<file path="config.mk">
export PLATFORM = sky130hd
export DESIGN_NAME = aol_level_select
export DESIGN_NICKNAME = d
export VERILOG_FILES = /design/src/aol_pkg.sv /design/src/aol_delay_timer.sv /design/src/aol_level_select.sv
export SDC_FILE = /design/constraint.sdc
export NUM_CORES = 2
export LEC_CHECK = 0
export ABC_AREA = 1
export BUFFER_PORTS_ARGS = -buffer_cell sky130_fd_sc_hd__buf_2
export CORE_AREA = 2 2 225 448
export DETAILED_ROUTE_END_ITERATION = 8
export DIE_AREA = 0 0 227 450
export GPL_TIMING_DRIVEN = 0
export PLACE_DENSITY_LB_ADDON = 0.3
export SETUP_SLACK_MARGIN = 0.05
export SYNTH_ARGS = -nofsm -noshare
export SYNTH_HDL_FRONTEND = slang
export SYNTH_SLANG_ARGS = --single-unit
</file>
<file path="constraint.sdc">
create_clock -name clk -period 19.7 [get_ports clk]
set_input_delay 1.97 -clock clk [delete_from_list [all_inputs] [get_ports clk]]
set_output_delay 1.97 -clock clk [all_outputs]
set_load 0.01 [all_outputs]
</file>
<file path="src/aol_pkg.sv">
/*
  Constants and types for the analog output level selection block.
  Assumes a 250 MHz clock and a 32-bit APB register bus.
*/
package aol_pkg;

  // ==========================================================
  // Register offsets (byte addresses)
  localparam logic [7:0] AOL_OFS_CTRL = 8'h00;
  localparam logic [7:0] AOL_OFS_VOLT = 8'h04;
  localparam logic [7:0] AOL_OFS_CURR = 8'h08;
  localparam logic [7:0] AOL_OFS_NT_DLY = 8'h0C;
  localparam logic [7:0] AOL_OFS_NS_DLY = 8'h10;
  localparam logic [7:0] AOL_OFS_TEACH = 8'h14;
  localparam logic [7:0] AOL_OFS_STATUS = 8'h18;
  localparam logic [7:0] AOL_OFS_OUT = 8'h1C;

  // ==========================================================
  // Control field positions
  localparam int AOL_CTRL_PU_V = 0;
  localparam int AOL_CTRL_PU_I = 1;
  localparam int AOL_CTRL_NT_V = 2;
  localparam int AOL_CTRL_NT_I = 4;
  localparam int AOL_CTRL_NS_V = 6;
  localparam int AOL_CTRL_NS_I = 8;
  localparam int AOL_CTRL_SLAVE = 10;
  localparam int AOL_CTRL_W = 11;
  localparam logic [10:0] AOL_CTRL_RST = 11'h2A8;

  // Status field positions
  localparam int AOL_ST_VREJ = 0;
  localparam int AOL_ST_IREJ = 1;
  localparam int AOL_ST_TREJ = 2;
  localparam int AOL_ST_NT = 3;
  localparam int AOL_ST_NS = 4;
  localparam int AOL_ST_RUN = 5;
  localparam int AOL_ST_SYNC = 6;

  // ==========================================================
  // Levels: voltage in mV, current in uA
  localparam logic [15:0] AOL_VH_MIN = 16'h0064;
  localparam logic [15:0] AOL_VH_MAX = 16'h2710;
  localparam logic [15:0] AOL_VH_RST = 16'h2710;
  localparam logic [15:0] AOL_VL_MIN = 16'h0000;
  localparam logic [15:0] AOL_VL_MAX = 16'h26AC;
  localparam logic [15:0] AOL_VL_RST = 16'h0000;
  localparam logic [15:0] AOL_V_STEP = 16'h0032;
  localparam logic [15:0] AOL_V_SEP = 16'h03E8;
  localparam logic [15:0] AOL_IH_MIN = 16'h0898;
  localparam logic [15:0] AOL_IH_MAX = 16'h4E20;
  localparam logic [15:0] AOL_IH_RST = 16'h4E20;
  localparam logic [15:0] AOL_IL_MIN = 16'h07D0;
  localparam logic [15:0] AOL_IL_MAX = 16'h4DBC;
  localparam logic [15:0] AOL_IL_RST = 16'h0FA0;
  localparam logic [15:0] AOL_I_STEP = 16'h0064;
  localparam logic [15:0] AOL_I_SEP = 16'h07D0;

  // Teach commands and the levels they load
  localparam logic [7:0] AOL_TEACH_5V = 8'h1E;
  localparam logic [7:0] AOL_TEACH_10V = 8'h1F;
  localparam logic [15:0] AOL_TEACH_VH5 = 16'h1388;
  localparam logic [15:0] AOL_TEACH_VH10 = 16'h2710;
  localparam logic [15:0] AOL_TEACH_VL = 16'h0000;

  // ==========================================================
  // Delay timing: 5 ms tick, 4 ns clock
  localparam int AOL_TICK_MS = 5;
  localparam int AOL_CLK_PERIOD_NS = 4;
  localparam int AOL_TICK_CYCLES = AOL_TICK_MS * 1000000 / AOL_CLK_PERIOD_NS;
  localparam logic [15:0] AOL_DLY_RST = 16'h0000;

  // Fallback choices
  typedef enum logic [1:0] {
    AOL_FB_LOW = 2'b00,
    AOL_FB_HIGH = 2'b01,
    AOL_FB_HOLD = 2'b10
  } aol_fb_t;

  // Output phase
  typedef enum logic [1:0] {
    AOL_PH_POWERUP = 2'b01,
    AOL_PH_RUN = 2'b10
  } aol_phase_t;

endpackage

</file>
<file path="src/aol_delay_timer.sv">
/*
  Absence timer: counts 5 ms ticks while a condition holds without break.
  Assumes tick is a one-cycle pulse on the same clock.
*/
`timescale 1ns/1ps
module aol_delay_timer (
  // Clock and reset
  input wire logic clk,
  input wire logic rst,
  // Timing
  input wire logic tick,
  input wire logic cond,
  input wire logic [15:0] delay,
  // Result
  output logic expired
);
  import aol_pkg::*;

  logic [15:0] count;
  logic [15:0] next_count;
  logic next_expired;

  // ==========================================================
  // Count resets whenever the condition breaks
  always_comb begin
    next_count = count;
    if (!cond) begin
      next_count = 16'h0000;
    end else if (tick && (count != 16'hFFFF)) begin
      next_count = count + 16'h0001;
    end
    next_expired = cond && (next_count >= delay);
  end

  always_ff @(posedge clk) begin
    if (rst) begin
      count <= 16'h0000;
      expired <= 1'b0;
    end else begin
      count <= next_count;
      expired <= next_expired;
    end
  end

endmodule // aol_delay_timer

</file>
<file path="src/aol_level_select.sv">
/*
  Analog output level selection: holds and checks the voltage and current
  levels, picks power-up and fallback levels, scales the outputs.
  Assumes the measurement engine on the same clock gives a done pulse,
  target flag and window position; the sync pin is asynchronous.
*/
// The implementer's own choices: the APB register port and the register addresses.
// Summary of operation
// [RULE1] Voltage high 0.1 to 10 V, 50 mV
// [RULE2] Voltage high at least 1 V above low
// [RULE3] Voltage low 0 to 9.9 V, 50 mV
// [RULE4] Teach 30/31 load 5/10 V, low 0 V
// [RULE5] Current high 2.2 to 20 mA, 0.1 mA
// [RULE6] Current high at least 2 mA above low
// [RULE7] Current low 2 to 19.9 mA, default 4
// [RULE8] Beyond endpoints drive high or low level
// [RULE9] Voltage power-up level until first measurement; code holds it until the second measurement or a fallback
// [RULE10] Current power-up level until first measurement; code holds it until the second measurement or a fallback
// [RULE11] Voltage no-target fallback: low, high, hold
// [RULE12] Current no-target fallback: low, high, hold
// [RULE13] One shared continuous no-target delay, 5 ms
// [RULE14] Sync slave lost master: voltage fallback
// [RULE15] Sync slave lost master: current fallback
// [RULE16] One shared no-sync delay, default 0
// [RULE17] Linear scaling between endpoints
// [RULE18] Both outputs share one slope direction
// [RULE19] Resume scaled output on next measurement
// [RULE20] Bad level writes rejected, old kept
`timescale 1ns/1ps
module aol_level_select #(
  parameter int TICK_CYCLES = aol_pkg::AOL_TICK_CYCLES
) (
  // Clock and reset
  input wire logic clk,
  input wire logic rst,
  // APB slave
  input wire logic psel,
  input wire logic penable,
  input wire logic pwrite,
  input wire logic [7:0] paddr,
  input wire logic [31:0] pwdata,
  output logic [31:0] prdata,
  output logic pready,
  output logic pslverr,
  // Measurement engine
  input wire logic meas_done,
  input wire logic target_seen,
  input wire logic at_high_end,
  input wire logic at_low_end,
  input wire logic [15:0] window_pos,
  // Sync link
  input wire logic master_sync_pin,
  // Converter codes
  output logic [15:0] volt_code,
  output logic [15:0] curr_code
);
  import aol_pkg::*;

  // ==========================================================
  // State
  logic [AOL_CTRL_W-1:0] ctrl, next_ctrl;
  logic [15:0] vh, vl, ih, il, next_vh, next_vl, next_ih, next_il;
  logic [15:0] nt_dly, ns_dly, next_nt_dly, next_ns_dly;
  logic [2:0] rej, next_rej;
  logic [31:0] next_prdata;
  logic next_pready, next_pslverr;
  logic [15:0] next_volt_code, next_curr_code;
  aol_phase_t phase, next_phase;
  logic sync_ff1, sync_ff2;
  logic [20:0] tick_cnt, next_tick_cnt;
  logic tick, next_tick;
  logic nt_exp, ns_exp;
  logic wr_en, mapped;
  logic [15:0] wr_hi, wr_lo;
  logic v_ok, i_ok;
  logic [31:0] v_scaled, i_scaled;

  assign wr_en = psel && penable && pready && pwrite;
  assign wr_hi = pwdata[31:16];
  assign wr_lo = pwdata[15:0];

  // ==========================================================
  // Level checks
  always_comb begin
    v_ok = (wr_hi >= AOL_VH_MIN) && (wr_hi <= AOL_VH_MAX)
        && ((wr_hi % AOL_V_STEP) == 16'h0000); // [RULE1]
    v_ok = v_ok && (wr_lo >= AOL_VL_MIN) && (wr_lo <= AOL_VL_MAX)
        && ((wr_lo % AOL_V_STEP) == 16'h0000); // [RULE3]
    v_ok = v_ok && (wr_hi >= wr_lo) && ((wr_hi - wr_lo) >= AOL_V_SEP); // [RULE2]
    i_ok = (wr_hi >= AOL_IH_MIN) && (wr_hi <= AOL_IH_MAX)
        && ((wr_hi % AOL_I_STEP) == 16'h0000); // [RULE5]
    i_ok = i_ok && (wr_lo >= AOL_IL_MIN) && (wr_lo <= AOL_IL_MAX)
        && ((wr_lo % AOL_I_STEP) == 16'h0000); // [RULE7]
    i_ok = i_ok && (wr_hi >= wr_lo) && ((wr_hi - wr_lo) >= AOL_I_SEP); // [RULE6]
  end

  // ==========================================================
  // Register file and APB
  always_comb begin
    mapped = 1'b1;
    next_ctrl = ctrl;
    next_vh = vh;
    next_vl = vl;
    next_ih = ih;
    next_il = il;
    next_nt_dly = nt_dly;
    next_ns_dly = ns_dly;
    next_rej = rej;
    next_prdata = 32'h0000_0000;
    case (paddr)
      AOL_OFS_CTRL: next_prdata = {21'h000000, ctrl};
      AOL_OFS_VOLT: next_prdata = {vh, vl};
      AOL_OFS_CURR: next_prdata = {ih, il};
      AOL_OFS_NT_DLY: next_prdata = {16'h0000, nt_dly};
      AOL_OFS_NS_DLY: next_prdata = {16'h0000, ns_dly};
      AOL_OFS_TEACH: next_prdata = 32'h0000_0000;
      AOL_OFS_STATUS: begin
        next_prdata = 32'h0000_0000;
        next_prdata[AOL_ST_VREJ] = rej[0];
        next_prdata[AOL_ST_IREJ] = rej[1];
        next_prdata[AOL_ST_TREJ] = rej[2];
        next_prdata[AOL_ST_NT] = nt_exp;
        next_prdata[AOL_ST_NS] = ns_exp;
        next_prdata[AOL_ST_RUN] = (phase == AOL_PH_RUN);
        next_prdata[AOL_ST_SYNC] = sync_ff2;
      end
      AOL_OFS_OUT: next_prdata = {curr_code, volt_code};
      default: mapped = 1'b0;
    endcase
    if (wr_en) begin
      case (paddr)
        AOL_OFS_CTRL: next_ctrl = pwdata[AOL_CTRL_W-1:0];
        AOL_OFS_VOLT: begin
          if (v_ok) begin
            next_vh = wr_hi;
            next_vl = wr_lo;
          end
        end
        AOL_OFS_CURR: begin
          if (i_ok) begin
            next_ih = wr_hi;
            next_il = wr_lo;
          end
        end
        AOL_OFS_NT_DLY: next_nt_dly = wr_lo; // [RULE13]
        AOL_OFS_NS_DLY: next_ns_dly = wr_lo; // [RULE16]
        AOL_OFS_TEACH: begin
          if (pwdata[7:0] == AOL_TEACH_5V) begin
            next_vh = AOL_TEACH_VH5; // [RULE4]
            next_vl = AOL_TEACH_VL; // [RULE4]
          end else if (pwdata[7:0] == AOL_TEACH_10V) begin
            next_vh = AOL_TEACH_VH10; // [RULE4]
            next_vl = AOL_TEACH_VL; // [RULE4]
          end
        end
        AOL_OFS_STATUS: next_rej = rej & ~pwdata[2:0];
        default: next_rej = rej;
      endcase
    end
    // Reject flags set after clear so a new reject wins
    if (wr_en && (paddr == AOL_OFS_VOLT) && !v_ok) begin
      next_rej[0] = 1'b1; // [RULE20]
    end
    if (wr_en && (paddr == AOL_OFS_CURR) && !i_ok) begin
      next_rej[1] = 1'b1; // [RULE20]
    end
    if (wr_en && (paddr == AOL_OFS_TEACH) && (pwdata[7:0] != AOL_TEACH_5V)
        && (pwdata[7:0] != AOL_TEACH_10V)) begin
      next_rej[2] = 1'b1;
    end
    next_pready = psel && penable && !pready;
    next_pslverr = next_pready && !mapped;
    if (!next_pready) begin
      next_prdata = 32'h0000_0000;
    end
  end

  always_ff @(posedge clk) begin
    if (rst) begin
      ctrl <= AOL_CTRL_RST;
      vh <= AOL_VH_RST;
      vl <= AOL_VL_RST;
      ih <= AOL_IH_RST;
      il <= AOL_IL_RST;
      nt_dly <= AOL_DLY_RST;
      ns_dly <= AOL_DLY_RST;
      rej <= 3'h0;
      prdata <= 32'h0000_0000;
      pready <= 1'b0;
      pslverr <= 1'b0;
    end else begin
      ctrl <= next_ctrl;
      vh <= next_vh;
      vl <= next_vl;
      ih <= next_ih;
      il <= next_il;
      nt_dly <= next_nt_dly;
      ns_dly <= next_ns_dly;
      rej <= next_rej;
      prdata <= next_prdata;
      pready <= next_pready;
      pslverr <= next_pslverr;
    end
  end

  // ==========================================================
  // Sync pin and 5 ms tick
  always_comb begin
    next_tick = (tick_cnt == 21'(TICK_CYCLES - 1));
    next_tick_cnt = next_tick ? 21'h000000 : tick_cnt + 21'h000001;
  end

  always_ff @(posedge clk) begin
    if (rst) begin
      sync_ff1 <= 1'b0;
      sync_ff2 <= 1'b0;
      tick_cnt <= 21'h000000;
      tick <= 1'b0;
    end else begin
      sync_ff1 <= master_sync_pin;
      sync_ff2 <= sync_ff1;
      tick_cnt <= next_tick_cnt;
      tick <= next_tick;
    end
  end

  // One timer per condition, each shared by both outputs
  aol_delay_timer u_nt_timer (
    .clk(clk),
    .rst(rst),
    .tick(tick),
    .cond(!target_seen), // [RULE13]
    .delay(nt_dly),
    .expired(nt_exp)
  );

  aol_delay_timer u_ns_timer (
    .clk(clk),
    .rst(rst),
    .tick(tick),
    .cond(ctrl[AOL_CTRL_SLAVE] && !sync_ff2), // [RULE16]
    .delay(ns_dly),
    .expired(ns_exp)
  );

  // ==========================================================
  // Level selection
  function automatic logic [15:0] aol_pick(input logic [1:0] mode,
      input logic [15:0] lo, input logic [15:0] hi, input logic [15:0] cur);
    case (mode)
      AOL_FB_LOW: aol_pick = lo;
      AOL_FB_HIGH: aol_pick = hi;
      default: aol_pick = cur;
    endcase
  endfunction

  // One window position drives both, so slopes always agree
  assign v_scaled = 32'(vh - vl) * 32'(window_pos); // [RULE17] [RULE18]
  assign i_scaled = 32'(ih - il) * 32'(window_pos); // [RULE17] [RULE18]

  always_comb begin
    next_phase = phase;
    next_volt_code = volt_code;
    next_curr_code = curr_code;
    case (phase)
      AOL_PH_POWERUP: begin
        next_volt_code = ctrl[AOL_CTRL_PU_V] ? vh : vl; // [RULE9]
        next_curr_code = ctrl[AOL_CTRL_PU_I] ? ih : il; // [RULE10]
        if (meas_done) begin
          next_phase = AOL_PH_RUN;
        end
      end
      AOL_PH_RUN: begin
        if (ns_exp) begin
          next_volt_code = aol_pick(ctrl[AOL_CTRL_NS_V +: 2], vl, vh, volt_code); // [RULE14]
          next_curr_code = aol_pick(ctrl[AOL_CTRL_NS_I +: 2], il, ih, curr_code); // [RULE15]
        end else if (nt_exp) begin
          next_volt_code = aol_pick(ctrl[AOL_CTRL_NT_V +: 2], vl, vh, volt_code); // [RULE11]
          next_curr_code = aol_pick(ctrl[AOL_CTRL_NT_I +: 2], il, ih, curr_code); // [RULE12]
        end else if (meas_done && target_seen) begin
          // Fallback left only on a completed measurement
          if (at_high_end) begin
            next_volt_code = vh; // [RULE8] [RULE19]
            next_curr_code = ih; // [RULE8] [RULE19]
          end else if (at_low_end) begin
            next_volt_code = vl; // [RULE8] [RULE19]
            next_curr_code = il; // [RULE8] [RULE19]
          end else begin
            next_volt_code = vl + v_scaled[31:16]; // [RULE17] [RULE19]
            next_curr_code = il + i_scaled[31:16]; // [RULE17] [RULE19]
          end
        end
      end
      default: next_phase = AOL_PH_POWERUP;
    endcase
  end

  always_ff @(posedge clk) begin
    if (rst) begin
      phase <= AOL_PH_POWERUP;
      volt_code <= AOL_VL_RST;
      curr_code <= AOL_IL_RST;
    end else begin
      phase <= next_phase;
      volt_code <= next_volt_code;
      curr_code <= next_curr_code;
    end
  end

endmodule // aol_level_select

</file>
==> impl_metrics.tcl <==
set metrics [dict create \
    status "complete, no violations" \
    grt_pass1_wl_microns 232000 \
    reg2reg_depth 66 \
    cellLeakagePower_nw 20.3 \
    detail_route.wl_per_cell_microns 23.3 \
    end_kind "register" \
    cts_hold_buf 0 \
    syn-num-nets 6169 \
    post_cts_buffers 0 \
    final_nets 6313 \
    worstPathArrival_ns 14.00 \
    htree_levels 1 \
    largest_reg_flops 32 \
    syn_to_final_growth_pct 8.25 \
    min_path_type "register to register" \
    io_pins 132 \
    synth.distinct_cells 61 \
    cts-buffers-inserted 23 \
    crit_fanout 10 \
    cp.depth 66 \
    cap_violations 0 \
    portBuffers 117 \
    antenna_found_initial 5 \
    worstHoldPathCells 2 \
    die_w_microns 227 \
    peakVddDrop_uv 153 \
    yosysSeqAreaShare_pct 12.4 \
    core-area_sq_um 98700 \
    drt.antenna.violating_nets 0 \
    crit_family "compound AO/OA/AOI/OAI gates" \
    netlist_instances 5289 \
    postCtsResizedCells 0 \
    post_drt_via_cell_ratio 5.38 \
    gp_congestion 1.07 \
    netlist_area_sq_um 38200 \
    num_rows 163 \
    synth-edff-count 0 \
    setup_viol 0 \
    async_flop_share_pct 0 \
    worst_skew_pair.late_latency_ns 0.62 \
    slew_viol_final 0 \
    startpoint_type "register" \
    cpPeakStageDelay_ns 0.60 \
    p_per_area_nw_per_um2 124 \
    postPlaceCellArea_sq_um 40400 \
    timing.final.ws_setup_ns 6.18 \
    globalRoute.totalOverflow 0 \
    dieArea_sq_um 102000 \
    crit_top_cell "nand2_1" \
    cts_buffer_depth 3 \
    root_buffer "clkbuf_16" \
    final_util_pct 41.8 \
    crit_type "register to register" \
    start_util_pct 38.7 \
    drc 0 \
    top_regs "prdata x32, tick_cnt x21" \
    synth_ff_type "dfxtp_1" \
    drt_iter0_markers 2379 \
    skew_ns 0.0369 \
    dr_total_vias 36400 \
    wl_microns 158000 \
    hold_viol 0 \
    grt_pass1_vias 37900 \
    worstPathRequired_ns 20.18 \
    track_usage_pct 31.3 \
    clkSinkCount 236 \
    dp_hpwl_microns 133000 \
    cts_tree "built" \
    drt_pass1_iterations 6 \
    period_minus_slack_ns 13.52 \
    worstMarginPinSlew_ns 1.43 \
    final.fill_count 10500 \
    ys_warn_count 0 \
    grt_max_degree 17 \
    chipHeight_microns 450 \
    drive_above_1_share_pct 6.57 \
    pre_cts_ws_ns 6.34 \
    hold_ws_ns 0.409 \
    final.setup.tns_ns 0 \
    fin_crit_sh_pct 68.6 \
    clk_pin_slew_worst_paths_ns 0.07 \
    rsz0062_at_grt "no" \
    synth.avg_cell_area_sq_um 7.22 \
    largest_register "prdata" \
    slew_headroom_pct 3.70 \
    fmax_mhz 74.0 \
    fin_area_sq_um 41300 \
    critPathSlowestCell "dfxtp_1" \
    synth.ff_latch_count 236 \
    worst-path-buf-inv 13 \
]
-- worst paths after layout --
| kind | from | slack (ns) | endpoint |
|---|---|---|---|
| max | vl[3] | 6.18 | volt_code[12] |
| min | sync_ff1 | 0.41 | sync_ff2 |
| max reg2reg | vl[3] | 6.18 | volt_code[12] |
| min reg2reg | sync_ff1 | 0.41 | sync_ff2 |
-- layer usage --
metal / vias up / routed length [microns] / global-route usage [%] / part of all wire, %
li1: 16700 / - / - / -
met1: 17600 / 47000 / 27.9 / 30
met2: 1480 / 81200 / 57.0 / 52
met3: 628 / 8580 / 4.46 / 5.4
met4: 2 / 20700 / 33.1 / 13
met5: - / 10 / 0 / 0.0063
-- cell type report --
type	count	area [sq um]	area share, %
clock inverters	14	246	0.597
flip-flops and latches	236	4720	11.4
plain buffers	190	761	1.84
inverters	1164	4370	10.6
diodes	2	5.00	0.0121
multi-input cells	3699	28300	68.6
repair buffers	119	608	1.47
well taps	1320	1650	4.00
clock buffers	28	624	1.51
-- per-stage QoR --
| step | total power [W] | std cells |
|---|---|---|
| floorplan | 0.00353 | 5289 |
| global placement | 0.00452 | 6726 |
| detailed placement | 0.00458 | 6728 |
| CTS | 0.00513 | 6770 |
| global route | 0.00568 | 6770 |
| finish | 0.00513 | 6772 |
-- where the power goes --
part	switching [W]	leakage, nW	internal, W
clock	0.000231	0.425	0.000309
sequential	0.0000283	1.91	0.000497
combinational	0.00272	17.9	0.00134
total	0.00298	20.3	0.00214
-- worst min-delay path, cell delays in order (launching register included) --
cell and delay [ns]:
dfxtp_1 0.30, inv_1 0.04, nor2_1 0.03
-- Yosys cell counts, types with 4 or more instances --
master / number / area (sq um)
nor2_4: 5 / 56.3
a21boi_0: 4 / 30.0
buf_2: 17 / 85.1
o211ai_1: 32 / 240
a21o_1: 12 / 90.1
o21ai_1: 24 / 120
nand2_4: 15 / 169
o21ai_0: 356 / 1780
xnor2_1: 53 / 464
nand4_2: 6 / 75.1
clkbuf_1: 157 / 589
nor4_1: 18 / 113
o221ai_1: 6 / 52.6
nand3_2: 17 / 170
o21bai_1: 13 / 97.6
ha_1: 279 / 3490
buf_1: 11 / 41.3
a21oi_1: 316 / 1580
o21a_1: 11 / 82.6
fa_1: 535 / 10700
o31ai_1: 5 / 37.5
a221oi_1: 32 / 280
inv_2: 20 / 75.1
nand2_1: 910 / 3420
nand2_2: 69 / 432
xor2_1: 55 / 482
nand4_1: 48 / 300
nor2_2: 13 / 81.3
o22ai_1: 31 / 194
dfxtp_1: 236 / 4720
and2_1: 7 / 43.8
inv_1: 1116 / 4190
a211oi_1: 11 / 82.6
a41oi_1: 12 / 105
nand3_1: 163 / 816
clkinv_1: 28 / 105
a31oi_1: 14 / 87.6
nor3_1: 49 / 245
nor2_1: 522 / 1960
or2_2: 25 / 156
-- cell families (layout without fill, tap and decap cells) --
group / count (synthesis) / count (layout) / share of synthesized area, %
simple gates: 1875 / 1875 / 21.2
buf+inv: 1354 / 1515 / 13.4
compound gates: 902 / 902 / 13.3
fa+ha+maj: 814 / 814 / 37.2
flops: 236 / 236 / 12.4
xor+xnor: 108 / 108 / 2.48
other cells: 0 / 2 / 0
-- layout by cell type, fill, tap and decap left out, types with 17 or more instances in the layout --
| master | synthesis | routed |
|---|---|---|
| xor2_1 | 55 | 55 |
| nand3_1 | 163 | 163 |
| o21ai_1 | 24 | 24 |
| a21oi_1 | 316 | 316 |
| fa_1 | 535 | 535 |
| clkbuf_1 | 157 | 159 |
| nand3_2 | 17 | 17 |
| a221oi_1 | 32 | 31 |
| clkbuf_16 | 0 | 23 |
| buf_2 | 17 | 134 |
| clkinv_1 | 28 | 28 |
| o22ai_1 | 31 | 31 |
| nand4_1 | 48 | 48 |
| nand2_1 | 910 | 910 |
| nor3_1 | 49 | 48 |
| nand2_2 | 69 | 69 |
| inv_2 | 20 | 20 |
| or2_2 | 25 | 25 |
| o211ai_1 | 32 | 32 |
| nor2_1 | 522 | 522 |
| xnor2_1 | 53 | 53 |
| dfxtp_1 | 236 | 236 |
| nor4_1 | 18 | 18 |
| o21ai_0 | 356 | 356 |
| ha_1 | 279 | 279 |
| inv_1 | 1116 | 1116 |
No activity file was read; power rests on OpenSTA's default activity.
